$ cat config.mk
export PLATFORM = sky130hd
export DESIGN_NAME = pllsp_top
export DESIGN_NICKNAME = d
export VERILOG_FILES = /design/src/pllsp_pkg.sv /design/src/pllsp_top.sv
export VERILOG_INCLUDE_DIRS = /design/src /design/src/src
export SDC_FILE = /design/constraint.sdc
export NUM_CORES = 1
export LEC_CHECK = 0
export BUFFER_PORTS_ARGS = -buffer_cell sky130_fd_sc_hd__buf_2
export CAP_MARGIN = 20
export CORE_MARGIN = 3
export CORE_UTILIZATION = 30
export CTS_CLUSTER_DIAMETER = 100
export DETAILED_ROUTE_END_ITERATION = 16
export GPL_ROUTABILITY_DRIVEN = 0
export PLACE_DENSITY_LB_ADDON = 0.08
export REMOVE_ABC_BUFFERS = 1
export SLEW_MARGIN = 20
export SYNTH_ARGS = -nofsm -noshare
export SYNTH_HDL_FRONTEND = slang
export SYNTH_SLANG_ARGS = --single-unit
$ cat constraint.sdc
create_clock -name CLK_SYS_I -period 8.5 [get_ports CLK_SYS_I]
set_input_delay 0 -clock CLK_SYS_I [delete_from_list [all_inputs] [get_ports CLK_SYS_I]]
set_output_delay 0 -clock CLK_SYS_I [all_outputs]
set_load 0.1 [all_outputs]
$ cat src/pllsp_defs.svh
// Numeric constants of the serial-programmed PLL digital section
`ifndef PLLSP_DEFS_SVH
`define PLLSP_DEFS_SVH
`define PLLSP_WORD_W 24
`define PLLSP_REF_RATIO_W 14
`define PLLSP_FB_RATIO_W 13
`define PLLSP_REF_RATIO_MAX 14'h3FFF
`define PLLSP_FB_RATIO_MAX 13'h1FFF
`define PLLSP_REF_RST 24'h000004
`define PLLSP_FB_RST 24'h000101
`define PLLSP_FUNC_RST 24'h000082
`define PLLSP_CLK_PS 5000
`define PLLSP_LOCK_NS 15
`define PLLSP_UNLOCK_NS 25
`define PLLSP_LOCK_CYC (`PLLSP_LOCK_NS * 1000 / `PLLSP_CLK_PS)
`define PLLSP_UNLOCK_CYC (`PLLSP_UNLOCK_NS * 1000 / `PLLSP_CLK_PS)
`define PLLSP_LOCK_NEED_LO 3
`define PLLSP_LOCK_NEED_HI 5
`define PLLSP_ABL_00_PS 2900
`define PLLSP_ABL_01_PS 1300
`define PLLSP_ABL_10_PS 6000
`define PLLSP_ABL_11_PS 2900
`define PLLSP_CYC_UP(ps) (((ps) + `PLLSP_CLK_PS - 1) / `PLLSP_CLK_PS)
`define PLLSP_ERR_MAX 8'hFF
`define PLLSP_IN_SCLK 0
`define PLLSP_IN_SDATA 1
`define PLLSP_IN_LOAD 2
`define PLLSP_IN_CE 3
`define PLLSP_IN_REF 4
`define PLLSP_IN_FB 5
`define PLLSP_IN_N 6
`endif

$ cat src/pllsp_pkg.sv
// Types of the serial-programmed PLL digital section
package pllsp_pkg;
   typedef enum logic [1:0] {
      LSEL_REF = 2'h0, LSEL_FB = 2'h1, LSEL_FUNC = 2'h2, LSEL_INIT = 2'h3
   } pllsp_lsel_e;
   typedef enum logic [2:0] {
      OSEL_OFF = 3'h0, OSEL_DLOCK = 3'h1, OSEL_FBDIV = 3'h2, OSEL_HIGH = 3'h3,
      OSEL_REFDIV = 3'h4, OSEL_ALOCK = 3'h5, OSEL_SDOUT = 3'h6, OSEL_LOW = 3'h7
   } pllsp_osel_e;
   typedef enum logic [1:0] {
      PFD_IDLE = 2'h0, PFD_WAIT = 2'h1, PFD_ABL = 2'h2
   } pllsp_pfd_e;
   typedef struct packed {
      logic [2:0] unused; logic lock_precision_sel; logic [1:0] test_mode_bits;
      logic antibacklash_sel_high; logic antibacklash_sel_low;
      logic [13:0] reference_ratio_bits; logic [1:0] latch_sel;
   } pllsp_ref_s;
   typedef struct packed {
      logic [1:0] unused_hi; logic pump_gain_sel; logic [12:0] feedback_ratio_bits;
      logic [5:0] unused_lo; logic [1:0] latch_sel;
   } pllsp_fb_s;
   typedef struct packed {
      logic [1:0] unused; logic powerdown_bit_b; logic [2:0] pump_current_set2;
      logic [2:0] pump_current_bits; logic [3:0] timeout_count_bits;
      logic fastlock_mode_bit; logic fastlock_enable_bit; logic pump_tristate_bit;
      logic phase_polarity_bit; logic [2:0] outsel; logic powerdown_bit_a;
      logic counter_reset_bit; logic [1:0] latch_sel;
   } pllsp_func_s;
endpackage : pllsp_pkg

$ cat src/pllsp_top.sv
// Serial-programmed PLL digital section: shift register, latches, dividers, PFD, lock detect, mux
`timescale 1ns/1ps
`include "pllsp_defs.svh"
// Function
// - Feedback divider divides by any programmed ratio 1 to 8191, one pulse per N.
// - Reference divider is 14-bit, ratio 1 to 16383, feeding the phase detector.
// - Host gives one bit per serial clock; captured on each rising serial clock edge.
// - Rising load strobe copies the shift register into the latch chosen by DB1, DB0.
// - Select 00 reference, 01 feedback, 10 function, 11 initialization latch.
// - Reference word: DB2-15 ratio, DB16-17 antibacklash, DB18-19 test, DB20 precision.
// - Feedback word: DB8-20 ratio, DB21 pump gain; other bits ignored.
// - Function word fields: counter reset, power-downs, mux, polarity, tristate, fastlock, timeout, currents.
// - Phase detector compares divider outputs and emits selectable-width antibacklash pulse.
// - Observe output presents the signal picked by the three mux select bits.
// - Digital lock high after three consecutive cycles under 15 ns when precision is 0.
// - With precision 1, five consecutive cycles under 15 ns are needed.
// - Lock stays high until a later cycle shows error above 25 ns.
// - Analog lock detect in lock stays high with only narrow low pulses.
// - Chip enable low powers down and tristates pump; high powers up per power-down bits.
module pllsp_top (
   input wire logic CLK_SYS_I,
   input wire logic RST_N_I,
   input wire logic SCLK_I,
   input wire logic SDATA_I,
   input wire logic LOAD_STROBE_I,
   input wire logic CHIP_EN_I,
   input wire logic REF_IN_I,
   input wire logic FB_IN_I,
   output logic PUMP_UP_O,
   output logic PUMP_DN_O,
   output logic PUMP_OE_O,
   output logic [2:0] PUMP_CURRENT_O,
   output logic OBS_O,
   output logic OBS_OE_O,
   output logic LOCK_O,
   output logic POWERED_O
);
   // Antibacklash width in cycles, rounded up since it is a least time
   function automatic logic [1:0] abl_cycles(input logic [1:0] sel);
      logic [1:0] cyc;
      cyc = 2'h1;
      case (sel)
         2'h0: cyc = 2'(`PLLSP_CYC_UP(`PLLSP_ABL_00_PS));
         2'h1: cyc = 2'(`PLLSP_CYC_UP(`PLLSP_ABL_01_PS));
         2'h2: cyc = 2'(`PLLSP_CYC_UP(`PLLSP_ABL_10_PS));
         default: cyc = 2'(`PLLSP_CYC_UP(`PLLSP_ABL_11_PS));
      endcase
      return cyc;
   endfunction : abl_cycles

   // Divider wrap test; a ratio of zero behaves as one
   function automatic logic div_wrap(input logic [13:0] cnt, input logic [13:0] ratio);
      return (ratio == 14'h0000) || (cnt >= ratio - 14'h0001);
   endfunction : div_wrap

   logic [`PLLSP_IN_N-1:0] meta_ff;
   logic [`PLLSP_IN_N-1:0] sync_ff;
   logic [`PLLSP_IN_N-1:0] prev_ff;
   logic [`PLLSP_WORD_W-1:0] shift_ff;
   pllsp_pkg::pllsp_ref_s ref_ff;
   pllsp_pkg::pllsp_fb_s fb_ff;
   pllsp_pkg::pllsp_func_s func_ff;
   logic init_clr_ff;
   logic [13:0] div_cnt_ff [2];
   logic [1:0] div_pulse_ff;
   pllsp_pkg::pllsp_pfd_e pfd_ff;
   pllsp_pkg::pllsp_pfd_e nxt_pfd;
   logic up_ff;
   logic dn_ff;
   logic nxt_up;
   logic nxt_dn;
   logic [7:0] err_ff;
   logic [7:0] nxt_err;
   logic [1:0] abl_ff;
   logic [1:0] nxt_abl;
   logic done_ff;
   logic [7:0] done_err_ff;
   logic [2:0] good_ff;
   logic lock_ff;
   logic obs_ff;
   logic obs_oe_ff;
   logic nxt_obs;
   logic nxt_obs_oe;

   // Two-flop synchronisers; prev_ff only ever looks at the second stage
   always_ff @(posedge CLK_SYS_I or negedge RST_N_I) begin
      if (!RST_N_I) begin
         meta_ff <= '0;
         sync_ff <= '0;
         prev_ff <= '0;
      end else begin
         meta_ff <= {FB_IN_I, REF_IN_I, CHIP_EN_I, LOAD_STROBE_I, SDATA_I, SCLK_I};
         sync_ff <= meta_ff;
         prev_ff <= sync_ff;
      end
   end

   // Edge detects and decoded controls
   wire [`PLLSP_IN_N-1:0] rise = sync_ff & ~prev_ff;
   wire sclk_rise = rise[`PLLSP_IN_SCLK];
   wire load_rise = rise[`PLLSP_IN_LOAD];
   wire chip_en = sync_ff[`PLLSP_IN_CE];
   wire [1:0] latch_sel = shift_ff[1:0];
   // power gating by chip enable and both power-down bits
   wire powered = chip_en & ~func_ff.powerdown_bit_a & ~func_ff.powerdown_bit_b;
   // counter reset bit and power-down hold the dividers
   wire div_hold = func_ff.counter_reset_bit | ~powered | init_clr_ff;
   // reference word antibacklash and precision fields
   wire [1:0] abl_len = abl_cycles({ref_ff.antibacklash_sel_high, ref_ff.antibacklash_sel_low});
   wire [2:0] lock_need = ref_ff.lock_precision_sel ? 3'(`PLLSP_LOCK_NEED_HI) : 3'(`PLLSP_LOCK_NEED_LO);
   wire err_good = done_err_ff < 8'(`PLLSP_LOCK_CYC);
   wire err_bad = done_err_ff > 8'(`PLLSP_UNLOCK_CYC);
   wire ref_p = div_pulse_ff[0];
   wire fb_p = div_pulse_ff[1];

   // serial capture, MSB first so select bits end lowest
   always_ff @(posedge CLK_SYS_I or negedge RST_N_I) begin
      if (!RST_N_I) begin
         shift_ff <= '0;
      end else if (sclk_rise) begin
         shift_ff <= {shift_ff[`PLLSP_WORD_W-2:0], sync_ff[`PLLSP_IN_SDATA]};
      end
   end

   // load strobe transfers the word; select decode
   always_ff @(posedge CLK_SYS_I or negedge RST_N_I) begin
      if (!RST_N_I) begin
         ref_ff <= `PLLSP_REF_RST;
         fb_ff <= `PLLSP_FB_RST;
         func_ff <= `PLLSP_FUNC_RST;
         init_clr_ff <= 1'b0;
      end else begin
         init_clr_ff <= load_rise && (latch_sel == pllsp_pkg::LSEL_INIT);
         if (load_rise) begin
            case (latch_sel)
               pllsp_pkg::LSEL_REF: ref_ff <= shift_ff;
               pllsp_pkg::LSEL_FB: fb_ff <= shift_ff;
               // Initialization shares the function layout and also clears the dividers
               default: func_ff <= shift_ff;
            endcase
         end
      end
   end

   // two binary dividers counting input rising edges
   for (genvar g = 0; g < 2; g++) begin : g_div
      wire [13:0] ratio = (g == 0) ? ref_ff.reference_ratio_bits : {1'b0, fb_ff.feedback_ratio_bits};
      wire in_edge = rise[(g == 0) ? `PLLSP_IN_REF : `PLLSP_IN_FB];
      wire wrap = div_wrap(div_cnt_ff[g], ratio);
      always_ff @(posedge CLK_SYS_I or negedge RST_N_I) begin
         if (!RST_N_I) begin
            div_cnt_ff[g] <= '0;
            div_pulse_ff[g] <= 1'b0;
         end else if (div_hold) begin
            div_cnt_ff[g] <= '0;
            div_pulse_ff[g] <= 1'b0;
         end else begin
            div_pulse_ff[g] <= in_edge & wrap;
            if (in_edge) begin
               div_cnt_ff[g] <= wrap ? 14'h0000 : div_cnt_ff[g] + 14'h0001;
            end
         end
      end
   end

   // phase detector: measure gap, then hold both pumps for the antibacklash width
   always_comb begin
      nxt_pfd = pfd_ff;
      nxt_up = up_ff;
      nxt_dn = dn_ff;
      nxt_err = err_ff;
      nxt_abl = abl_ff;
      case (pfd_ff)
         pllsp_pkg::PFD_IDLE: begin
            nxt_err = 8'h00;
            nxt_up = ref_p;
            nxt_dn = fb_p;
            nxt_abl = abl_len;
            if (ref_p && fb_p) begin
               nxt_pfd = pllsp_pkg::PFD_ABL;
            end else if (ref_p || fb_p) begin
               nxt_pfd = pllsp_pkg::PFD_WAIT;
            end
         end
         pllsp_pkg::PFD_WAIT: begin
            if (err_ff != `PLLSP_ERR_MAX) begin
               nxt_err = err_ff + 8'h01;
            end
            if ((up_ff && fb_p) || (dn_ff && ref_p)) begin
               nxt_up = 1'b1;
               nxt_dn = 1'b1;
               nxt_pfd = pllsp_pkg::PFD_ABL;
            end
         end
         pllsp_pkg::PFD_ABL: begin
            nxt_abl = abl_ff - 2'h1;
            if (abl_ff <= 2'h1) begin
               nxt_up = 1'b0;
               nxt_dn = 1'b0;
               nxt_pfd = pllsp_pkg::PFD_IDLE;
            end
         end
         default: begin
            nxt_up = 1'b0;
            nxt_dn = 1'b0;
            nxt_pfd = pllsp_pkg::PFD_IDLE;
         end
      endcase
      if (div_hold) begin
         nxt_pfd = pllsp_pkg::PFD_IDLE;
         nxt_up = 1'b0;
         nxt_dn = 1'b0;
      end
   end

   // Phase detector state; done_ff marks each finished comparison with its error
   always_ff @(posedge CLK_SYS_I or negedge RST_N_I) begin
      if (!RST_N_I) begin
         pfd_ff <= pllsp_pkg::PFD_IDLE;
         up_ff <= 1'b0;
         dn_ff <= 1'b0;
         err_ff <= '0;
         abl_ff <= '0;
         done_ff <= 1'b0;
         done_err_ff <= '0;
      end else begin
         pfd_ff <= nxt_pfd;
         up_ff <= nxt_up;
         dn_ff <= nxt_dn;
         err_ff <= nxt_err;
         abl_ff <= nxt_abl;
         done_ff <= (nxt_pfd == pllsp_pkg::PFD_ABL) && (pfd_ff != pllsp_pkg::PFD_ABL);
         done_err_ff <= nxt_err;
      end
   end

   // digital lock with hysteresis between 15 ns and 25 ns
   always_ff @(posedge CLK_SYS_I or negedge RST_N_I) begin
      if (!RST_N_I) begin
         good_ff <= '0;
         lock_ff <= 1'b0;
      end else if (div_hold) begin
         good_ff <= '0;
         lock_ff <= 1'b0;
      end else if (done_ff) begin
         if (err_good) begin
            good_ff <= (good_ff < lock_need) ? good_ff + 3'h1 : good_ff;
            if (good_ff + 3'h1 >= lock_need) begin
               lock_ff <= 1'b1;
            end
         end else begin
            good_ff <= '0;
            if (err_bad) begin
               lock_ff <= 1'b0;
            end
         end
      end
   end

   // observe mux; analog detect pulls low only during pump activity
   always_comb begin
      nxt_obs = 1'b0;
      nxt_obs_oe = 1'b1;
      case (pllsp_pkg::pllsp_osel_e'(func_ff.outsel))
         pllsp_pkg::OSEL_OFF: nxt_obs_oe = 1'b0;
         pllsp_pkg::OSEL_DLOCK: nxt_obs = lock_ff;
         pllsp_pkg::OSEL_FBDIV: nxt_obs = fb_p;
         pllsp_pkg::OSEL_HIGH: nxt_obs = 1'b1;
         pllsp_pkg::OSEL_REFDIV: nxt_obs = ref_p;
         pllsp_pkg::OSEL_ALOCK: nxt_obs_oe = up_ff ^ dn_ff;
         pllsp_pkg::OSEL_SDOUT: nxt_obs = shift_ff[`PLLSP_WORD_W-1];
         default: nxt_obs = 1'b0;
      endcase
   end

   // Registered observe pin, a pipeline stage so it never glitches
   always_ff @(posedge CLK_SYS_I or negedge RST_N_I) begin
      if (!RST_N_I) begin
         obs_ff <= 1'b0;
         obs_oe_ff <= 1'b0;
      end else begin
         obs_ff <= nxt_obs;
         obs_oe_ff <= nxt_obs_oe;
      end
   end

   // pump drive: polarity swaps the pumps, tristate bit or power-down floats them
   assign PUMP_OE_O = powered & ~func_ff.pump_tristate_bit;
   assign PUMP_UP_O = PUMP_OE_O & (func_ff.phase_polarity_bit ? up_ff : dn_ff);
   assign PUMP_DN_O = PUMP_OE_O & (func_ff.phase_polarity_bit ? dn_ff : up_ff);
   // pump gain select picks the second current setting
   assign PUMP_CURRENT_O = fb_ff.pump_gain_sel ? func_ff.pump_current_set2 : func_ff.pump_current_bits;
   assign OBS_O = obs_ff;
   assign OBS_OE_O = obs_oe_ff;
   assign LOCK_O = lock_ff;
   assign POWERED_O = powered;
endmodule : pllsp_top

# Word level (Yosys, flattened, before mapping)
# Cells that the tools add are included.
# Widths: inputs -> output; s select.
# word_totals
inputBits	8
ff_bits	139
output_inout_bits	10
wordCells	150
# classes
reduce_logical	28
n_bitwise	17
muxes	39
magnitude_cmp	7
eq_ne	19
add_sub_neg	7
# ops
operator	count
$mux 14	6
$add 14x1->14 const B	2
$ge 14x14->1	2
$logic_not 14->1	2
$mux 3	6
$pmux 8 s2	1
$sub 13x1->14 const B	1
$sub 14x1->14 const B	1
$mux 1	13
$mux 2	6
$reduce_and 2->1	6
$reduce_bool 2->1	5
$eq 3x3->1 const B	3
$add 8x1->8 const B	1
$eq 2x2->1 const B	4
$gt 8x3->1 const B	1
$lt 8x2->1 const B	1
$mux 8	1
$ne 8x8->1 const B	1
$and 1x1->1	7
$and 6x6->6	1
$eq 3x2->1 const B	2
$ne 3x2->1 const B	2
$ne 3x3->1 const B	2
24 further kinds	40

# Depth between registers and ports, before layout
# Gate-level depths: netlist of the first run.
# depth
ltp_word	9
depth_mapped	15
depth_no_buf	14

# Worst setup path after synthesis of the first run
# No wires, ideal clock.
# synth_path
kind	reg2reg
startpoint	register, netlist name fb_ff[14]
endpoint	register div_cnt_ff[11] (netlist name)
t_required_ns	8.396
stages_incl_launch_ff	12
setup_ns	0.104
n_path_buf	0
arrival_ns	2.876
synth_period_minus_slack_ns	2.980
path_slack_ns	5.520
cell_sequence	dfrtp_1 > or3_1 > nor4_1 > nand2_1 > xor2_1 > ha_1 > a21oi_1 > o21ai_0 > a41o_1 > a211oi_1 > nand3_1 > o311ai_1
# synth_via
elab_chain_cells	6
word_cells_on_any_way	7
classes_between	add/sub (1); order compare (1); mux (3); reduce/logical (2)
# synth_lines
item	line	source
$sub 13x1->14	pllsp_top.sv:53	return (ratio == 14'h0000) || (cnt >= ratio - 14'h0001);
$ge 14x14->1	pllsp_top.sv:53	
$logic_or 1x1->1 *	pllsp_top.sv:53	
$mux 14 *	pllsp_top.sv:160	div_cnt_ff[g] <= wrap ? 14'h0000 : div_cnt_ff[g] + 14'h0001;
$mux 14 *	pllsp_top.sv:159	if (in_edge) begin
$mux 14 *	pllsp_top.sv:154	end else if (div_hold) begin
end signal: indexed assignment	pllsp_top.sv:160	
end: declaration	pllsp_top.sv:64	logic [13:0] div_cnt_ff [2];
# Mark *: on every way between the ends. The rest lies on a longest branch, timed or not. The select of a mux whose other input is x is not followed.
# A chain may end at the register's enable or synchronous reset.

# Final worst setup path of the first run
# layout_path
startpoint	register, netlist name fb_ff[10]
endpoint	register div_cnt_ff[11] (netlist name)
# layout_via
elab_chain_cells	6
word_cells_on_any_way	7
classes_between	add/sub (1); order compare (1); mux (3); reduce/logical (2)
# layout_lines
item	line
$sub 13x1->14	pllsp_top.sv:53
$ge 14x14->1	pllsp_top.sv:53
$logic_or 1x1->1 *	pllsp_top.sv:53
$mux 14 *	pllsp_top.sv:160
$mux 14 *	pllsp_top.sv:159
$mux 14 *	pllsp_top.sv:154
# Marks and branches as above.

==> results of run 1 <==
-- power by group --
| part | switching, W | leakage [nW] | total [W] | internal (W) |
|---|---|---|---|---|
| registers | 0.000110 | 1.82 | 0.000862 | 0.000752 |
| clock network | 0.000351 | 0.287 | 0.000749 | 0.000397 |
| logic | 0.000428 | 1.58 | 0.000727 | 0.000299 |
| total | 0.000889 | 3.69 | 0.00234 | 0.00145 |
-- placed cells by master (no fill, tap or decap), types with 19 or more instances in the layout --
master   netlist  layout
xor2_1        19      19
nor2_1        62      62
nand2_1       42      42
mux2_2        67      67
xnor2_1       28      28
a21oi_1       30      30
o21ai_0       23      23
nand3_1       22      22
ha_1          43      43
dfrtp_1      134     134
-- cell families after synthesis --
logic type,synth area share (%)
XOR/XNOR,5.91
adder cells (fa/ha/maj),7.72
AND/OR/NAND/NOR,15.8
buffers and inverters,1.89
AO/OA/AOI/OAI,7.81
multiplexers,11.6
flip-flops,49.3
-- worst paths after layout --
check | to | slack, ns | cells after the start
max in group asynchronous | g_div[0].ratio[13]$_DFFE_PN0P_ | 7.28 | 3
setup reg to reg | div_cnt_ff[11]$_DFFE_PN0P_ | 5.17 | 11
min in group CLK_SYS_I | meta_ff[1]$_DFF_PN0_ | 0.21 | 2
hold / removal | done_err_ff[5]$_DFFE_PN0P_ | 0.11 | 2
setup / recovery | div_cnt_ff[11]$_DFFE_PN0P_ | 5.17 | 11
hold reg to reg | sync_ff[1]$_DFF_PN0_ | 0.35 | 0
-- cell type report --
cell class	instances	area [µm²]	share of cell area (%)
multi-input combinational	460	3410	42.3
antenna	1	2.50	0.0310
inverter	17	63.8	0.792
clock inverter	15	174	2.16
timing repair buffer	28	195	2.42
tap	285	357	4.42
clock buffer	17	425	5.28
sequential	137	3430	42.6
-- flip-flops by register name (all words and copies together) (netlist names), 3 cells and up --
name / cells
fb_ff: 14
shift_ff: 24
meta_ff: 6
div_cnt_ff: 28
func_ff: 14
good_ff: 3
ref_ff: 3
prev_ff: 4
g_div.ratio: 14
sync_ff: 6
done_err_ff: 8
-- routing by layer --
metal / part of all wire [%] / vias to the layer above / global-route usage (%) / routed length (µm)
met5: 0 / - / 0 / 0
met4: 1.5 / 0 / 4.26 / 227
met3: 2.5 / 19 / 3.15 / 382
met2: 47 / 53 / 21.4 / 7290
met1: 49 / 2331 / 18.4 / 7680
li1: - / 2312 / - / -
-- critical path: cells and delay by family (launching register included) --
family | cells | cell delay (ns)
flip-flops | 1 | 0.43
adder cells (fa/ha/maj) | 1 | 0.28
AND/OR/NAND/NOR | 5 | 1.34
AO/OA/AOI/OAI | 4 | 1.00
XOR/XNOR | 1 | 0.18
-- stage by stage --
step	instances	total power (W)	worst slack (ns)	utilization, %
6_report	960	0.00234	5.17	35.5
3_5_place_dp	920	0.00161	5.13	32.5
2_1_floorplan	614	0.00140	5.43	-
3_3_place_gp	920	0.00159	5.21	32.5
4_1_cts	959	0.00238	5.14	35.5
5_1_grt	959	0.00250	4.77	35.5
-- repair_timing --
action                                 CTS  global route
gates resized for setup                  0             0
hold buffers                             7             0
setup buffers                            0             0
endpoints found under the hold margin   67             0
==> flow_metrics.tcl, run 1 <==
set metrics [dict create \
    outcome "completed" \
    ys_ff_latch 137 \
    final.setup_skew_ns 0.0128 \
    finalWirelength_um 15600 \
    clockRootBuffer "clkbuf_16" \
    yosys_warnings 0 \
    ant_nets 0 \
    final_area_mm2 0.00806 \
    rows 55 \
    synth_top_area_cell "dfrtp_1" \
    cpMaxStageDelayCell "nor4_1" \
    worst_slew_pin_slew_ns 0.840 \
    fin_setup_tns_ns 0 \
    synth.most_common_cell "dfrtp_1" \
    dp_hpwl_um 11000 \
    drt_iter0_markers 157 \
    start_util_pct 30.7 \
    io_buffers 17 \
    grt_first_pass_wirelength_um 26400 \
    netlist_instances 629 \
    worstPathRequired_ns 8.84 \
    cp_max_fo 5 \
    grt_use_total_pct 13.5 \
    power.density_mw_per_mm2 290 \
    cts_buffers 17 \
    dr_total_vias 4715 \
    area_growth_syn_to_layout_pct 15.7 \
    core_mm2 0.0227 \
    ys_seq_area_share_pct 49.3 \
    cts_tree "done" \
    start_kind "register" \
    grt_max_degree 77 \
    crit_chain "nor4_1 > nand2_1 > nor3_1 > xnor2_1 > ha_1 > nand2_1 > o21ai_0 > a41o_1 > a211oi_1 > nand3_1 > o311ai_1" \
    relSlewSlack_pct 43.8 \
    dr.pass1.iters 4 \
    slew_violations 0 \
    overflow 0 \
    drive_above_1_share_pct 20.8 \
    synth-async-reset-ratio_pct 100 \
    cp.arrival_ns 3.66 \
    max_freq_mhz 301 \
    yosys-top-cells-count "134 x dfrtp_1, 67 x mux2_2, 62 x nor2_1" \
    avgRoutedWirePerCell_um 16.2 \
    ys.flop_type "dfrtp_1" \
    grt_pass1_vias 4927 \
    io_pins 18 \
    synth_area_leaders "dfrtp_1 48%, mux2_2 11%, ha_1 7.7%, xnor2_1 3.5%, nor2_1 3.3%" \
    setup-violations-final 0 \
    whs_ns 0.113 \
    final_nets 712 \
    numClockSinks 137 \
    yosys.area.top_type_share_pct 48.1 \
    hold_viol_final 0 \
    r2r_start "fb_ff[10]$_DFFE_PN0P_" \
    die_x_um 158 \
    yosys.cell_types.count 56 \
    syn_area_mm2 0.00697 \
    synth-edff-count 0 \
    dpl-instance-area_mm2 0.00738 \
    period_needed_ns 3.33 \
    htree_levels 4 \
    drv_cap 0 \
    crit_top_cell "nand2_1" \
    clk_pin_slew_ns 0.07 \
    vdd_drop_max_v 0.000121 \
    critPathMaxStageDelay_ns 0.61 \
    cp-end-kind "register" \
    die_area_mm2 0.0251 \
    antenna_found_initial 0 \
    crit_path_start "fb_ff[10]$_DFFE_PN0P_" \
    crit_type "register to register" \
    synth_area_per_cell_um2 11.1 \
    fin_crit_sh_pct 39.1 \
    clockBufferDepth 2 \
    rsz0062_at_grt "no" \
    clk_latency_ns 0.43 \
    vias_per_cell 4.91 \
    worstHoldPathType "input pin to asynchronous set/reset pin" \
    drc 0 \
    die_h_um 158 \
    leakage_nw 3.69 \
    nFillCells 2264 \
]
Power figures use the tool's default switching activity.
==> run 2, diff against run 1 <==
- clock period: 8.5 -> 2.94 ns (I/O delays scaled with it)
==> run 2 against run 1 <==
Compared with the run above:
- clock power rose to 2.9 times the previous value
- design area rose by 4.7%
- maximum frequency up 18%
- combinational power rose to 3.6 times the previous value
- die area unchanged
- sequential power rose to 2.9 times the previous value
- final cell count grew 2.6%
- via count is 3.4% higher
- clock-buffer cell count did not move
- core utilization rose by 1.7 points
- largest cell class is now multi-input gates
==> flow_metrics.tcl, run 2 (synthesis gave the netlist of run 1 again) <==
set metrics [dict create \
    die_x_um 158 \
    worstPathRequired_ns 3.28 \
    relSlewSlack_pct 45.8 \
    top_register "div_cnt_ff" \
    period_needed_ns 2.82 \
    cts_buffers 17 \
    io_pins 18 \
    htree_levels 4 \
    io_buffers 17 \
    die_h_um 158 \
    core_mm2 0.0227 \
    cp-end-kind "register" \
    dr.pass1.iters 4 \
    die_area_mm2 0.0251 \
    crit_top_cell "buf_4" \
    drt_iter0_markers 199 \
    setup-violations-final 0 \
    worstHoldPathType "input pin to asynchronous set/reset pin" \
    grt_max_degree 76 \
    vias_per_cell 4.95 \
    critPathMaxStageDelay_ns 0.45 \
    ant_nets 0 \
    clockRootBuffer "clkbuf_16" \
    leakage_nw 3.85 \
    crit_type "register to register" \
    slew_violations 0 \
    antennaDiodeCount 0 \
    drive_above_1_share_pct 28.1 \
    largest_reg_flops 28 \
    crit_chain "nor2_4 > nand3_2 > nor4_4 > buf_4 > xnor2_1 > ha_1 > a21oi_1 > a21oi_2 > buf_4 > a2111oi_4 > buf_4 > nand4_1 > mux2i_1" \
    design_power_total_w 0.00727 \
    area_growth_syn_to_layout_pct 21.1 \
    top_regs "div_cnt_ff (28), shift_ff (24)" \
    cpMaxStageDelayCell "dfrtp_2" \
    layout_commonest_cell "dfrtp_1" \
    fin_crit_sh_pct 96.1 \
    clk_latency_ns 0.42 \
    clockBufferDepth 2 \
    drv_cap 0 \
    final_nets 738 \
    start_kind "register" \
    dp_hpwl_um 11400 \
    max_freq_mhz 354 \
    worst_slew_pin_slew_ns 0.810 \
    clk_pin_slew_ns 0.07 \
    hold_viol_final 0 \
    final.setup_skew_ns 0.0106 \
    dp_slack_ns -0.105 \
    rows 55 \
    vdd_drop_max_v 0.000393 \
    grt_use_total_pct 13.4 \
    finalWirelength_um 15900 \
    power.density_mw_per_mm2 862 \
    cp_max_fo 6 \
    drc 0 \
    dr_total_vias 4875 \
    antenna_found_initial 0 \
    grt_first_pass_wirelength_um 26200 \
    numClockSinks 137 \
    outcome "completed" \
    final_cell_mix "132 x dfrtp_1, 67 x mux2_2, 58 x nor2_1" \
    start_util_pct 30.7 \
    cp.arrival_ns 3.17 \
    layout_setup_ws_ns 0.115 \
    overflow 0 \
    avgRoutedWirePerCell_um 16.2 \
    grt_pass1_vias 4971 \
    cts_tree "done" \
]
[run 2: area by class of cell]
class / count / area, µm²
Fill cell: 2233 / 14300
Multi-Input combinational cell: 460 / 3570
Sequential cell: 137 / 3430
Clock buffer: 17 / 425
Timing Repair Buffer: 54 / 387
Tap cell: 285 / 357
Clock inverter: 15 / 204
Inverter: 17 / 63.8
[run 2: what timing repair did]
item / CTS / global route
buffers inserted: 0 / 2
hold endpoints to repair: 76 / 0
pin swaps: 0 / 8
setup endpoints to repair: 21 / 30
gates resized for setup: 3 / 33
hold buffers: 7 / 0
[run 2: power by group]
part           internal, W  switching, W  total [W]
registers          0.00218      0.000328    0.00250
logic              0.00118       0.00142    0.00260
clock network      0.00116       0.00101    0.00217
total              0.00452       0.00276    0.00727
[run 2: worst paths after layout]
kind	startpoint	cells past startpoint	to	slack, ns
max	fb_ff[11]$_DFFE_PN0P_	13	div_cnt_ff[12]$_DFFE_PN0P_	0.12
min	RST_N_I	2	done_err_ff[4]$_DFFE_PN0P_	0.18
max reg2reg	fb_ff[11]$_DFFE_PN0P_	13	div_cnt_ff[12]$_DFFE_PN0P_	0.12
min reg2reg	meta_ff[4]$_DFF_PN0_	0	sync_ff[4]$_DFF_PN0_	0.35
max in group asynchronous	RST_N_I	3	func_ff[7]$_DFFE_PN1P_	1.91
min in group CLK_SYS_I	LOAD_STROBE_I	2	meta_ff[2]$_DFF_PN0_	0.21
[run 2: through the flow]
step	hold slack (ns)	instances	instance area (µm²)	utilization [%]	TNS, ns
after floorplan	-0.296	614	6900	-	-0.296
after global placement	0.0728	944	7560	33.3	0
after detailed placement	0.0833	944	7560	33.3	-1.17
after CTS	0.188	983	8280	36.5	0
after global routing	0.198	985	8440	37.2	-0.373
final	0.181	985	8440	37.2	0
[run 2: worst max-delay path, delay by kind of cell (launching register included)]
kind                     cells  cell delay [ns]
multiplexers                 1             0.15
buffers and inverters        3             0.51
XOR/XNOR                     1             0.13
AO/OA/AOI/OAI                3             0.57
AND/OR/NAND/NOR              4             0.65
flip-flops                   1             0.45
adder cells (fa/ha/maj)      1             0.29
[run 2: routing by layer]
layer  GRT usage (%)  vias to the layer above  wire [µm]
met1            18.2                     2450       7860
met3            3.04                       15        312
met2            21.3                       42       7540
met4            4.34                        0        225
li1                -                     2368          -
met5               0                        -          0
